**src/include/csoir_pkg.sv**
```systemverilog
// Package: register map, field positions and reset values of the core regs
package csoir_pkg;
    // Register addresses within the 9-bit data space
    localparam logic [8:0] ADDR_ALU_FLAGS_BANK_SELECT   = 9'h003;
    localparam logic [8:0] ADDR_INTERRUPT_CONTROL_CORE  = 9'h00B;
    localparam logic [8:0] ADDR_PERIPHERAL_IRQ_FLAGS    = 9'h00C;
    localparam logic [8:0] ADDR_TIMER_PRESCALER_CONFIG  = 9'h081;
    localparam logic [8:0] ADDR_PERIPHERAL_IRQ_ENABLE   = 9'h08C;
    // Mask that folds mirrored banks onto one offset
    localparam logic [8:0] ADDR_ANY_BANK_MASK           = 9'h07F;
    localparam logic [8:0] ADDR_OPTION_BANK_MASK        = 9'h0FF;

    // Status register fields
    localparam int ST_INDIRECT_BANK = 7;
    localparam int ST_DIRECT_HI     = 6;
    localparam int ST_DIRECT_LO     = 5;
    localparam int ST_WDOG_EXPIRY   = 4;
    localparam int ST_SLEEP_ENTERED = 3;
    localparam int ST_RESULT_NULL   = 2;
    localparam int ST_HALF_CARRY    = 1;
    localparam int ST_CARRY         = 0;

    // Timer/prescaler configuration fields
    localparam int OPT_PULLUP_DIS   = 7;
    localparam int OPT_EXT_EDGE     = 6;
    localparam int OPT_T0_SOURCE    = 5;
    localparam int OPT_T0_EDGE      = 4;
    localparam int OPT_PSC_OWNER    = 3;
    localparam int OPT_RATIO_HI     = 2;
    localparam int OPT_RATIO_LO     = 0;

    // Interrupt control fields
    localparam int IC_GLOBAL_EN     = 7;
    localparam int IC_PERIPH_EN     = 6;
    localparam int IC_T0_EN         = 5;
    localparam int IC_EXT_EN        = 4;
    localparam int IC_PORT_EN       = 3;
    localparam int IC_T0_FLAG       = 2;
    localparam int IC_EXT_FLAG      = 1;
    localparam int IC_PORT_FLAG     = 0;

    // Implemented peripheral enable / flag bits
    localparam logic [7:0] PERIPH_IMPL_MASK = 8'h4F;

    // Reset values
    localparam logic [7:0] ST_RESET       = 8'h18;
    localparam logic [7:0] OPT_RESET      = 8'hFF;
    localparam logic [7:0] IC_RESET       = 8'h00;
    localparam logic [7:0] PIE_RESET      = 8'h00;

    // Flag update source from the ALU
    typedef enum logic [1:0] {
        CSOIR_CARRY_NONE,
        CSOIR_CARRY_ARITH,
        CSOIR_CARRY_ROT_LEFT,
        CSOIR_CARRY_ROT_RIGHT
    } csoir_carry_src_type;
endpackage : csoir_pkg

```
**src/verilog/csoir_edge_detect.sv**
```systemverilog
// Edge detector for the external interrupt pin with selectable polarity
`timescale 1ns/1ns
module csoir_edge_detect (
    // Clock and reset
    input  wire logic clock,
    input  wire logic rst,
    // Pin and selection
    input  wire logic pinLevel,    // Synchronous pin input
    input  wire logic risingSel,   // 1 rising, 0 falling
    // Event
    output logic      edgeSeen     // One-cycle pulse on selected edge
);
    logic prevLevel_q;             // Last sampled pin level

    // Remember previous level
    always_ff @(posedge clock) begin
        if (rst) begin
            // Track the pin so no false edge follows reset
            prevLevel_q <= pinLevel;
        end else begin
            prevLevel_q <= pinLevel;
        end
    end

    // Select the edge by polarity
    always_comb begin
        if (risingSel) begin
            edgeSeen = pinLevel & ~prevLevel_q;
        end else begin
            edgeSeen = ~pinLevel & prevLevel_q;
        end
    end
endmodule : csoir_edge_detect

```
**src/verilog/csoir_port_change.sv**
```systemverilog
// Mismatch detector for the upper four port B pins
`timescale 1ns/1ns
module csoir_port_change #(
    parameter int WIDTH = 4        // Number of watched pins
) (
    // Clock and reset
    input  wire logic             clock,
    input  wire logic             rst,
    // Pins and port read
    input  wire logic [WIDTH-1:0] pins,      // Upper port B levels
    input  wire logic             portRead,  // Port B read: relatch
    // Mismatch level
    output logic                  mismatch   // Pins differ from latch
);
    logic [WIDTH-1:0] latched_q;   // Levels seen at last port read

    // Latch levels at each port read, ending the mismatch
    always_ff @(posedge clock) begin
        if (rst) begin
            latched_q <= pins; // No false change after reset
        end else if (portRead) begin
            latched_q <= pins;
        end
    end

    // Any difference is a pending change
    assign mismatch = |(pins ^ latched_q);
endmodule : csoir_port_change

```
**src/verilog/csoir_core_regs.sv**
```systemverilog
// Core status, prescaler option and interrupt control register group
//
// Functional notes
// - Flag-updating writes to status keep ALU flags
// - Watchdog-expiry and sleep flags are software read-only
// - Bit 7 picks indirect upper or lower banks
// - Bits 6-5 pick one of four direct banks
// - Expiry flag set at reset/clear/sleep, cleared timeout
// - Sleep flag set reset/clear-watchdog, cleared by sleep
// - Result-null flag follows zero result
// - Half-carry records low nibble carry out
// - Carry records MSB carry, borrow inverted
// - Rotate loads carry with shifted-out bit
// - Pull-up disable bit forces all pull-ups off
// - Edge bit picks external pin rising or falling
// - Source bit picks external pin or instruction clock
// - Edge bit picks falling or rising timer clock
// - Owner bit gives prescaler to watchdog or timer
// - Ratio divides timer 2^(n+1), watchdog 2^n
// - Flags set regardless of any enable
// - Global enable permits or suppresses all interrupts
// - Peripheral group enable and per-source mask bits
// - Timer overflow flag bit 2, enable bit 5
// - External pin flag bit 1, enable bit 4
// - Port-change flag held while mismatch persists
// - Peripheral flags live in separate register
`timescale 1ns/1ns
module csoir_core_regs #(
    parameter int PORT_WIDTH = 4   // Watched upper port B pins
) (
    // Clock and reset
    input  wire logic                  clock,
    input  wire logic                  rst,
    // Instruction register access
    input  wire logic [8:0]            regAddr,     // Effective address
    input  wire logic                  regWrite,    // Write strobe
    input  wire logic [7:0]            regWdata,    // Write data
    output logic      [7:0]            regRdata,    // Read data, registered
    // ALU flag update strobes
    input  wire logic                  nullUpdate,  // Instr affects null
    input  wire logic                  halfUpdate,  // Instr affects half
    input  wire logic                  carryUpdate, // Instr affects carry
    input  wire csoir_pkg::csoir_carry_src_type carrySrc, // Carry source
    input  wire logic [7:0]            aluResult,   // ALU result byte
    input  wire logic                  nibbleCarry, // Carry out of bit 3
    input  wire logic                  msbCarry,    // Carry out of bit 7
    input  wire logic [7:0]            rotSource,   // Rotate source byte
    // Core events
    input  wire logic                  clearWatchdogInstr, // Clear wdog
    input  wire logic                  sleepInstr,  // Sleep executed
    input  wire logic                  watchdogTimeout, // Wdog expired
    input  wire logic                  timerZeroOverflow, // Timer0 wrap
    input  wire logic                  extIrqPin,   // External irq pin
    input  wire logic [PORT_WIDTH-1:0] upperPortBPins, // Watched pins
    input  wire logic                  portBRead,   // Port B was read
    input  wire logic [7:0]            peripheralIrqFlags, // Flag reg
    // Configuration outputs
    output logic                       indirectBankSel, // Upper half
    output logic      [1:0]            directBankSel,   // Direct bank
    output logic                       pullupDisable,   // All pull-ups off
    output logic                       timer0SourceSel, // External clock
    output logic                       timer0EdgeSel,   // Falling edge
    output logic                       timerPrescaled,  // Psc on timer0
    output logic                       watchdogPrescaled, // Psc on wdog
    output logic      [7:0]            timerDivMinus1,  // Timer div - 1
    output logic      [7:0]            watchdogDivMinus1, // Wdog div - 1
    // Interrupt request
    output logic                       irqRequest   // Core interrupt
);
    logic [7:0] status_q;          // Status register
    logic [7:0] option_q;          // Prescaler configuration
    logic [7:0] intCtl_q;          // Interrupt control
    logic [7:0] perEn_q;           // Peripheral enables
    logic [7:0] regRdata_q;        // Read data register
    logic       irq_q;             // Request register
    logic [7:0] dividers_q [2];    // Timer and watchdog divide - 1
    logic       extEdge;           // Selected external edge pulse
    logic       portMismatch;      // Port B mismatch level
    logic       writeStatus;       // Status write decode
    logic       writeOption;       // Option write decode
    logic       writeIntCtl;       // Interrupt control write decode
    logic       writePerEn;        // Peripheral enable write decode
    logic       irq_d;             // Next request

    // Fold bank mirrors; status and control appear in every bank
    function automatic logic hits(input logic [8:0] a,
                                  input logic [8:0] reg_addr,
                                  input logic [8:0] mask);
        hits = (a & mask) == reg_addr;
    endfunction : hits

    // Divide minus one for a power of two exponent
    function automatic logic [7:0] pow2m1(input logic [3:0] n);
        pow2m1 = 8'(({8'h00, 8'h01} << n) - 16'h0001);
    endfunction : pow2m1

    // Edge detect on the external interrupt pin
    csoir_edge_detect u_edge (
        .clock     (clock),
        .rst       (rst),
        .pinLevel  (extIrqPin),
        .risingSel (option_q[csoir_pkg::OPT_EXT_EDGE]),
        .edgeSeen  (extEdge)
    );

    // Mismatch detector on the watched pins
    csoir_port_change #(
        .WIDTH (PORT_WIDTH)
    ) u_port (
        .clock    (clock),
        .rst      (rst),
        .pins     (upperPortBPins),
        .portRead (portBRead),
        .mismatch (portMismatch)
    );

    // Address decode
    assign writeStatus = regWrite & hits(regAddr,
        csoir_pkg::ADDR_ALU_FLAGS_BANK_SELECT, csoir_pkg::ADDR_ANY_BANK_MASK);
    assign writeIntCtl = regWrite & hits(regAddr,
        csoir_pkg::ADDR_INTERRUPT_CONTROL_CORE,
        csoir_pkg::ADDR_ANY_BANK_MASK);
    assign writeOption = regWrite & hits(regAddr,
        csoir_pkg::ADDR_TIMER_PRESCALER_CONFIG,
        csoir_pkg::ADDR_OPTION_BANK_MASK);
    assign writePerEn  = regWrite &
        (regAddr == csoir_pkg::ADDR_PERIPHERAL_IRQ_ENABLE);

    // Bank selects, written by software only
    always_ff @(posedge clock) begin
        if (rst) begin
            status_q[7:5] <= csoir_pkg::ST_RESET[7:5];
        end else if (writeStatus) begin
            status_q[7:5] <= regWdata[7:5];
        end
    end

    // Reset-cause flags: hardware events only
    always_ff @(posedge clock) begin
        if (rst) begin
            status_q[4:3] <= csoir_pkg::ST_RESET[4:3];
        end else if (sleepInstr) begin
            status_q[csoir_pkg::ST_WDOG_EXPIRY]   <= 1'b1;
            status_q[csoir_pkg::ST_SLEEP_ENTERED] <= 1'b0;
        end else if (clearWatchdogInstr) begin
            status_q[csoir_pkg::ST_WDOG_EXPIRY]   <= 1'b1;
            status_q[csoir_pkg::ST_SLEEP_ENTERED] <= 1'b1;
        end else if (watchdogTimeout) begin
            status_q[csoir_pkg::ST_WDOG_EXPIRY]   <= 1'b0;
        end
        // Software writes never reach these bits
    end

    // Result-null flag
    always_ff @(posedge clock) begin
        if (rst) begin
            status_q[csoir_pkg::ST_RESULT_NULL] <= 1'b0;
        end else if (nullUpdate) begin
            status_q[csoir_pkg::ST_RESULT_NULL] <=
                aluResult == 8'h00;
        end else if (writeStatus) begin
            status_q[csoir_pkg::ST_RESULT_NULL] <=
                regWdata[csoir_pkg::ST_RESULT_NULL];
        end
    end

    // Half-carry flag
    always_ff @(posedge clock) begin
        if (rst) begin
            status_q[csoir_pkg::ST_HALF_CARRY] <= 1'b0;
        end else if (halfUpdate) begin
            status_q[csoir_pkg::ST_HALF_CARRY] <= nibbleCarry;
        end else if (writeStatus) begin
            status_q[csoir_pkg::ST_HALF_CARRY] <=
                regWdata[csoir_pkg::ST_HALF_CARRY];
        end
    end

    // Carry flag, including rotates through carry
    always_ff @(posedge clock) begin
        if (rst) begin
            status_q[csoir_pkg::ST_CARRY] <= 1'b0;
        end else if (carryUpdate) begin
            case (carrySrc)
                csoir_pkg::CSOIR_CARRY_ROT_LEFT: begin
                    status_q[csoir_pkg::ST_CARRY] <= rotSource[7];
                end
                csoir_pkg::CSOIR_CARRY_ROT_RIGHT: begin
                    status_q[csoir_pkg::ST_CARRY] <= rotSource[0];
                end
                default: begin
                    // Subtract adds two's complement: 1 means no borrow
                    status_q[csoir_pkg::ST_CARRY] <= msbCarry;
                end
            endcase
        end else if (writeStatus) begin
            status_q[csoir_pkg::ST_CARRY] <= regWdata[csoir_pkg::ST_CARRY];
        end
    end

    // Prescaler and pin configuration
    always_ff @(posedge clock) begin
        if (rst) begin
            option_q <= csoir_pkg::OPT_RESET;
        end else if (writeOption) begin
            option_q <= regWdata;
        end
    end

    // Interrupt enables
    always_ff @(posedge clock) begin
        if (rst) begin
            intCtl_q[7:3] <= csoir_pkg::IC_RESET[7:3];
        end else if (writeIntCtl) begin
            intCtl_q[7:3] <= regWdata[7:3];
        end
    end

    // Core interrupt flags: event wins over software clear
    always_ff @(posedge clock) begin
        if (rst) begin
            intCtl_q[2:0] <= csoir_pkg::IC_RESET[2:0];
        end else begin
            if (timerZeroOverflow) begin
                intCtl_q[csoir_pkg::IC_T0_FLAG] <= 1'b1;
            end else if (writeIntCtl) begin
                intCtl_q[csoir_pkg::IC_T0_FLAG] <=
                    regWdata[csoir_pkg::IC_T0_FLAG];
            end
            if (extEdge) begin
                intCtl_q[csoir_pkg::IC_EXT_FLAG] <= 1'b1;
            end else if (writeIntCtl) begin
                intCtl_q[csoir_pkg::IC_EXT_FLAG] <=
                    regWdata[csoir_pkg::IC_EXT_FLAG];
            end
            if (portMismatch) begin
                intCtl_q[csoir_pkg::IC_PORT_FLAG] <= 1'b1;
            end else if (writeIntCtl) begin
                intCtl_q[csoir_pkg::IC_PORT_FLAG] <=
                    regWdata[csoir_pkg::IC_PORT_FLAG];
            end
        end
    end

    // Peripheral enables, unimplemented bits held at zero
    always_ff @(posedge clock) begin
        if (rst) begin
            perEn_q <= csoir_pkg::PIE_RESET;
        end else if (writePerEn) begin
            perEn_q <= regWdata & csoir_pkg::PERIPH_IMPL_MASK;
        end
    end

    // Read data, registered
    always_ff @(posedge clock) begin
        if (rst) begin
            regRdata_q <= 8'h00;
        end else if (hits(regAddr, csoir_pkg::ADDR_ALU_FLAGS_BANK_SELECT,
                          csoir_pkg::ADDR_ANY_BANK_MASK)) begin
            regRdata_q <= status_q;
        end else if (hits(regAddr, csoir_pkg::ADDR_INTERRUPT_CONTROL_CORE,
                          csoir_pkg::ADDR_ANY_BANK_MASK)) begin
            regRdata_q <= intCtl_q;
        end else if (hits(regAddr, csoir_pkg::ADDR_TIMER_PRESCALER_CONFIG,
                          csoir_pkg::ADDR_OPTION_BANK_MASK)) begin
            regRdata_q <= option_q;
        end else if (regAddr == csoir_pkg::ADDR_PERIPHERAL_IRQ_ENABLE) begin
            regRdata_q <= perEn_q;
        end else begin
            regRdata_q <= 8'h00;   // Not held here
        end
    end

    // Divide ratios from the shared prescaler field
    always_ff @(posedge clock) begin
        if (rst) begin
            dividers_q[0] <= 8'h00;
            dividers_q[1] <= 8'h00;
        end else begin
            dividers_q[0] <= pow2m1({1'b0, option_q[2:0]} + 4'h1);
            dividers_q[1] <= pow2m1({1'b0, option_q[2:0]});
        end
    end

    // Interrupt request combining
    always_comb begin
        irq_d = intCtl_q[csoir_pkg::IC_GLOBAL_EN] & (
            (intCtl_q[csoir_pkg::IC_T0_EN] &
             intCtl_q[csoir_pkg::IC_T0_FLAG]) |
            (intCtl_q[csoir_pkg::IC_EXT_EN] &
             intCtl_q[csoir_pkg::IC_EXT_FLAG]) |
            (intCtl_q[csoir_pkg::IC_PORT_EN] &
             intCtl_q[csoir_pkg::IC_PORT_FLAG]) |
            (intCtl_q[csoir_pkg::IC_PERIPH_EN] &
             |(perEn_q & peripheralIrqFlags &
               csoir_pkg::PERIPH_IMPL_MASK)));
    end

    // Request register
    always_ff @(posedge clock) begin
        if (rst) begin
            irq_q <= 1'b0;
        end else begin
            irq_q <= irq_d;
        end
    end

    // Outputs from flip-flops; timerPrescaled through an inverter
    assign regRdata          = regRdata_q;
    assign indirectBankSel   = status_q[csoir_pkg::ST_INDIRECT_BANK];
    assign directBankSel     = status_q[6:5];
    assign pullupDisable     = option_q[csoir_pkg::OPT_PULLUP_DIS];
    assign timer0SourceSel   = option_q[csoir_pkg::OPT_T0_SOURCE];
    assign timer0EdgeSel     = option_q[csoir_pkg::OPT_T0_EDGE];
    assign timerPrescaled    = ~option_q[csoir_pkg::OPT_PSC_OWNER];
    assign watchdogPrescaled = option_q[csoir_pkg::OPT_PSC_OWNER];
    assign timerDivMinus1    = dividers_q[0];
    assign watchdogDivMinus1 = dividers_q[1];
    assign irqRequest        = irq_q;
endmodule : csoir_core_regs

```
**config.mk**
```make
export PLATFORM = sky130hd
export DESIGN_NAME = csoir_core_regs
export DESIGN_NICKNAME = d
export VERILOG_FILES = /design/src/include/csoir_pkg.sv /design/src/verilog/csoir_edge_detect.sv /design/src/verilog/csoir_port_change.sv /design/src/verilog/csoir_core_regs.sv
export SDC_FILE = /design/constraint.sdc
export NUM_CORES = 1
export LEC_CHECK = 0
export BUFFER_PORTS_ARGS = -buffer_cell sky130_fd_sc_hd__buf_4
export CORE_MARGIN = 1.5
export CORE_UTILIZATION = 30
export CTS_BUF_LIST = sky130_fd_sc_hd__clkbuf_4 sky130_fd_sc_hd__clkbuf_8
export DETAILED_ROUTE_END_ITERATION = 8
export HOLD_SLACK_MARGIN = 0.1
export PLACE_DENSITY = 0.54
export SYNTH_ARGS = -nofsm -noshare
export SYNTH_HDL_FRONTEND = slang
export SYNTH_HIERARCHICAL = 1
export SYNTH_SLANG_ARGS = --single-unit
export TNS_END_PERCENT = 1
```
**constraint.sdc**
```tcl
create_clock -name clock -period 2.81 [get_ports clock]
set_input_delay 0.281 -clock clock [delete_from_list [all_inputs] [get_ports clock]]
set_output_delay 0.281 -clock clock [all_outputs]
set_load 0.03 [all_outputs]
```
==> flow_summary_export.csv, run 1 <==
group,metric,value,unit
status,status,"finished, final reports clean",
drt,drc,0,
drt,wl_per_cell,14.4,um
setup_path,crit_top_cell,"ha_1",
synth,synth.most_common_cell,"nor2_1",
sta,fin_ws,480,ps
global_route,grt_pass1_vias,2353,
cts,clockBufferDepth,2,
sta,fin_skew,8.12,ps
synth,synth_common_cells,"56 x nor2_1, 55 x dfxtp_1, 22 x mux2i_1",
sta,hold_violations,0,
placed_design,dp_hpwl,5.10,mm
cts,clk_latency,340,ps
layout,drive_gt1_share,29.5,%
synth,synth_largest_area_cell,"dfxtp_1",
sta,finalSetupTns,0,ps
global_route,antenna_found_initial,0,
synth,synth_edf_count,4,
synth,syn_area_per_cell,9.05,um^2
setup_path,required,3000,ps
global_route,grt_start_max_net_pins,64,
sta,min_period,2330,ps
synth,synth_nets,375,
placed_design,post-place-ws,521,ps
cts,path_clk_slew,80,ps
setup_path,slowest_stage,"ha_1",
floorplanning,start_util,31.5,%
pwr,pwr-share-comb,11.2,%
sta,rsz0062_at_grt,"no",
setup_path,critPathTopFamily,"simple AND/OR/NAND/NOR gates",
min_path,min_path_type,"in -> reg",
synth,ys.flop_type,"dfxtp_1",
synth,synth_top_area_share,39.5,%
pwr,swShare,27.1,%
drt,vias,2472,
sta,finalCritPeriodShare,82.9,%
floorplanning,die_area,9880,um^2
sta,max_freq,429,MHz
drt,drt-total-wl,7.22,mm
pwr,powerDensity,482,nW/um^2
cts,cts-root-buf,"clkbuf_8",
global_route,grt_usage,15.2,%
synth,ys_top_cells_by_area,"dfxtp_1 40%, mux2i_1 7.9%, nor2_1 7.5%",
drt,via_per_inst,4.93,
setup_path,cp.arrival,2520,ps
setup_path,critPathMaxFanout,13,
layout,syn_to_final_growth,31.9,%
layout,fillerInstances,894,
pwr,static-leakage-power,1.59,nW
setup_path,crit_chain,"and2_1, ha_1, or3_1, ha_1, nand2_1, o21ai_0, a222oi_1, a211oi_1",
flow_run,maxCapViolations,0,
cts,cts_num_sinks,59,
floorplanning,core,8850,um^2
synth,synth_cells,308,
cts,cts-htree-levels,3,
floorplanning,fp.dieH,99.4,um
setup_path,path_buf_inv,0,
layout,antenna_cells,0,
drt,ant_nets,0,
synth,yosys_warnings,6,
pwr,intPower,1.29,mW
cts,cts_buffers,9,
floorplanning,num_rows,34,
cts,cts_tree,"done",
setup_path,crit_path_end_kind,"flip-flop",
synth,synth_seq_area_share,43.8,%
sta,worstMarginPinSlew,647,ps
floorplanning,fp.dieW,99.4,um
synth,ys_types,50,
layout,regArea,1220,um^2
pwr,p_sw,479,uW
pwr,clkPwrFrac,38.9,%
placed_design,gp_congestion,0.768,
cts,post_cts_resized,0,
drt,first_pass_iters,4,
pwr,pwr-share-seq,49.9,%
placed_design,io_buffers,84,
sta,slew_headroom,56.8,%
setup_path,critical-path-max-stage-delay,410,ps
setup_path,crit_path_start_kind,"flip-flop",
synth,syn_area,2790,um^2
floorplanning,pin_count,94,
pwr,ir_worst_vdd,0.164,mV
synth,synth_seq_cells,59,
global_route,gr-total-overflow,0,
layout,multiInputGateArea,1440,um^2
drt,drt_iter0_markers,106,
global_route,grt_pass1_wl,11.8,mm
sta,maxSlewViolCount,0,
sta,finalSetupViolations,0,
synth,async_flop_share,0,%
setup_path,crit_type,"reg -> reg",
layout,fin_nets,455,
[worst paths after layout]
kind | from | endpoint | slack (ps) | depth (start not counted)
max | option_q[1]$_SDFFE_PP1P_ | dividers_q[0][4]$_SDFF_PP0_ | 480 | 8
min | sleepInstr | status_q[3]$_SDFFE_PP1P_ | 120 | 2
max reg2reg | option_q[1]$_SDFFE_PP1P_ | dividers_q[0][4]$_SDFF_PP0_ | 480 | 8
min reg2reg | intCtl_q[7]$_SDFFE_PP0P_ | irqRequest$_SDFF_PP0_ | 480 | 2
[flip-flops by register name, summed over array words and instances, names as in the netlist]
name and count:
indirectBankSel 1, u_port/latched_q 4, dividers_q 16, irqRequest 1
directBankSel 2, perEn_q 5, status_q 5, u_edge/prevLevel_q 1
intCtl_q 8, option_q 8, regRdata 8
[power groups by stage]
stage | logic, mW | registers, mW | clock network (mW)
floorplan | 0.0722 | 0.926 | 0
global placement | 0.195 | 0.902 | 0
detailed placement | 0.197 | 0.903 | 0
CTS | 0.198 | 0.883 | 0.709
global route | 0.216 | 0.886 | 0.752
finish | 0.198 | 0.883 | 0.689
[stage by stage]
stage | utilization (%) | total power, mW | cells | area, um^2 | hold WS (ps)
floorplan | - | 0.998 | 308 | 2790 | 309
global placement | 39.3 | 1.10 | 483 | 3480 | 410
detailed placement | 39.3 | 1.10 | 483 | 3480 | 414
CTS | 41.4 | 1.79 | 500 | 3660 | 104
global route | 41.5 | 1.85 | 501 | 3670 | 112
finish | 41.5 | 1.77 | 501 | 3670 | 121
[area by class of cell]
type	instances	share of cell area, %
flip-flops and latches	59	33.2
inverters	9	0.919
multi-input cells	220	39.1
clock inverters	7	1.43
well taps	108	3.68
clock buffers	9	3.37
repair buffers	89	18.3
[cells in the final DEF (no fill, tap or decap), drive strengths merged, types with 4 or more instances in the layout]
cell type | synthesis | routed
a211oi | 5 | 5
a21oi | 11 | 11
a22oi | 7 | 7
buf | 6 | 87
clkbuf | 14 | 9
dfxtp | 55 | 55
edfxtp | 4 | 4
ha | 6 | 6
inv | 9 | 11
mux2i | 22 | 22
nand2 | 22 | 22
nand2b | 6 | 6
nor2 | 56 | 56
nor3 | 16 | 16
nor4 | 4 | 4
o211ai | 5 | 5
o21ai | 12 | 12
xnor2 | 6 | 6
[timing repair]
| item | CTS | global route |
|---|---|---|
| buffers inserted | 0 | 0 |
| hold buffers | 1 | 1 |
| hold endpoints to repair | 1 | 1 |
[logic make-up after synthesis]
family	after synthesis	share of synthesized area, %
AOI/OAI and AO/OA	59	15.2
DFF	59	43.8
adders and majority gates	6	2.69
buffers and inverters	29	4.67
muxes	25	9.12
xor gates and xnor gates	8	2.51
and+or+nand+nor	122	22.0
[per-layer routing]
metal  track usage [%]  share of wire [%]  vias to the layer above
met5                 0                  0                        -
met4              6.18                1.3                        0
met3              2.88                4.9                        7
met2              22.2                 44                       76
met1              22.0                 50                     1137
li1                  -                  -                     1252
(Power assumes the default switching activity.)
==> run 2, diff against run 1 <==
--- a/config.mk
+++ b/config.mk
@@ -11,7 +11,7 @@
 export CTS_BUF_LIST = sky130_fd_sc_hd__clkbuf_4 sky130_fd_sc_hd__clkbuf_8
 export DETAILED_ROUTE_END_ITERATION = 8
 export HOLD_SLACK_MARGIN = 0.1
-export PLACE_DENSITY = 0.54
+export PLACE_DENSITY = 0.56
 export SYNTH_ARGS = -nofsm -noshare
 export SYNTH_HDL_FRONTEND = slang
 export SYNTH_HIERARCHICAL = 1
==> constraint.sdc (replaced) <==
create_clock -name clock -period 2.1 [get_ports clock]
set_input_delay 0.21 -clock clock [delete_from_list [all_inputs] [get_ports clock]]
set_output_delay 0.21 -clock clock [all_outputs]
set_load 0.03 [all_outputs]
==> run 2 against run 1 <==
  * Sequential power increased by 34%
  * Clock power increased by 67%
  * Critical path type unchanged
  * Highest routed layer unchanged
  * Utilization increased by 2.1 points
  * Maximum frequency increased by 25%
  * Die area unchanged
==> flow_summary_export.csv, run 2 (synthesized netlist as in run 1, its figures left out) <==
group,metric,value,unit
placed_design,io_buffers,84,
global_route,grt_usage,14.9,%
drt,ant_nets,0,
floorplanning,die_area,9880,um^2
flow_run,maxCapViolations,0,
sta,finalCritPeriodShare,88.4,%
floorplanning,start_util,31.5,%
cts,post_cts_resized,0,
setup_path,path_buf_inv,0,
setup_path,cp.arrival,2040,ps
sta,maxSlewViolCount,0,
setup_path,required,2290,ps
sta,slew_headroom,58.2,%
sta,finalSetupTns,0,ps
sta,fin_skew,9.20,ps
min_path,holdPathStages,3,
cts,clockBufferDepth,2,
pwr,powerDensity,674,nW/um^2
pwr,static-leakage-power,1.68,nW
setup_path,critical-path-max-stage-delay,330,ps
setup_path,crit_path_start_kind,"flip-flop",
global_route,grt_pass1_wl,11.7,mm
layout,fin_nets,469,
min_path,min_from,"regWdata[4]",
layout,layout_common_cells,"94 x buf_4, 56 x nor2_1, 55 x dfxtp_1",
sta,hold_ws,128,ps
sta,worstMarginPinSlew,626,ps
drt,drt-total-wl,7.07,mm
layout,syn_to_final_growth,38.6,%
drt,drt_iter0_markers,126,
floorplanning,num_rows,34,
layout,antenna_cells,0,
cts,cts_tree,"done",
pwr,intPower,1.98,mW
setup_path,crit_type,"reg -> reg",
status,status,"finished, final reports clean",
layout,largest_reg_flops,16,
setup_path,regToRegSetupSlack,240,ps
drt,via_per_inst,4.83,
setup_path,crit_path_end_kind,"flip-flop",
drt,wl_per_cell,13.7,um
cts,cts-htree-levels,3,
min_path,hold_end,"intCtl_q[4]$_SDFFE_PP0P_",
global_route,antenna_found_initial,0,
layout,largest-register,"dividers_q",
sta,max_freq,539,MHz
layout,fillerInstances,891,
pwr,pwr-share-comb,10.5,%
setup_path,critPathMaxFanout,8,
floorplanning,fp.dieW,99.4,um
sta,hold_violations,0,
layout,drive_gt1_share,31.0,%
pwr,swShare,23.9,%
cts,cts_num_sinks,59,
cts,cts-root-buf,"clkbuf_8",
global_route,gr-total-overflow,0,
floorplanning,pin_count,94,
sta,rsz0062_at_grt,"no",
placed_design,post-place-ws,215,ps
pwr,pwr-share-seq,45.4,%
global_route,grt_pass1_vias,2401,
placed_design,postPlaceCellArea,3550,um^2
global_route,grt_start_max_net_pins,64,
sta,fin_ws,243,ps
floorplanning,core,8850,um^2
cts,path_clk_slew,80,ps
drt,drc,0,
drt,first_pass_iters,4,
sta,min_period,1860,ps
setup_path,rr_endpoint,"dividers_q[0][4]$_SDFF_PP0_",
layout,final_common_cell,"buf_4",
pwr,clkPwrFrac,44.1,%
setup_path,critPathTopFamily,"simple AND/OR/NAND/NOR gates",
cts,cts_buffers,9,
setup_path,worstReg2RegStart,"option_q[0]$_SDFFE_PP1P_",
pwr,p_sw,623,uW
cts,clk_latency,330,ps
sta,finalSetupViolations,0,
setup_path,r2r_cells,8,
drt,vias,2487,
setup_path,slowest_stage,"dfxtp_1",
setup_path,crit_chain,"and2_4, ha_4, or3_1, ha_2, nand2_1, o21ai_0, a222oi_1, a211oi_1",
floorplanning,fp.dieH,99.4,um
placed_design,dp_hpwl,5.13,mm
layout,design_area,3860,um^2
min_path,min_path_type,"in -> reg",
pwr,ir_worst_vdd,0.240,mV
placed_design,gp_congestion,0.736,
## run 2: changes by cell type in the layout (fill, tap and decap cells not counted), moves of 2 or more
cell | before | now
dlygate4sd3_1 | 2 | 9
buf_4 | 87 | 94
bufinv_16 | 0 | 2
ha_1 | 6 | 4
## run 2: final cells by class
class                           instances  area [um^2]  area share [%]
Clock buffer                            9          124            3.21
Clock inverter                          7          100            2.59
Inverter                                9         33.8           0.875
Multi-Input combinational cell        220         1450            37.6
Sequential cell                        59         1220            31.6
Tap cell                              108          135            3.50
Timing Repair Buffer                  103          796            20.6
## run 2: worst max path at each step
stage | from | endpoint | slack [ps] | cells past startpoint
after floorplan | option_q[0]$_SDFFE_PP1P_ | dividers_q[0][4]$_SDFF_PP0_ | -20 | 11
after global placement | option_q[0]$_SDFFE_PP1P_ | dividers_q[0][4]$_SDFF_PP0_ | 240 | 8
after detailed placement | regAddr[5] | perEn_q[6]$_SDFFE_PP0P_ | 210 | 5
after CTS | option_q[0]$_SDFFE_PP1P_ | dividers_q[0][4]$_SDFF_PP0_ | 230 | 8
after global routing | option_q[1]$_SDFFE_PP1P_ | dividers_q[0][14]$_SDFF_PP0_ | 130 | 8
final | option_q[0]$_SDFFE_PP1P_ | dividers_q[0][4]$_SDFF_PP0_ | 240 | 8
## run 2: power by group through the flow
stage	logic [mW]	registers, mW	clock network, mW
floorplan	0.0973	1.24	0
global placement	0.263	1.21	0
detailed placement	0.265	1.21	0
CTS	0.277	1.18	1.19
global route	0.300	1.19	1.24
finish	0.274	1.18	1.15
## run 2: timing repair
action                    4_1_cts  5_1_grt
hold endpoints to repair        8        0
buffers inserted                0        0
hold buffers                    9        0
## run 2: layer usage
metal / vias up / GRT usage [%] / wire (um)
met2: 48 / 24.7 / 3360
met3: 4 / 2.53 / 276
met4: 0 / 5.85 / 56
met5: - / 0 / 0
met1: 1158 / 19.5 / 3380
li1: 1277 / - / -
## run 2: worst min-delay path, cell delays in order
cell and delay [ps]:
buf_4 90, mux2i_1 60, nor2_1 70
## run 2: metrics by stage
stage               total power, mW  cells  util, %
floorplan                      1.34    308        -
global placement               1.47    490     40.1
detailed placement             1.47    490     40.1
CTS                            2.65    515     43.7
global route                   2.72    515     43.7
finish                         2.60    515     43.7
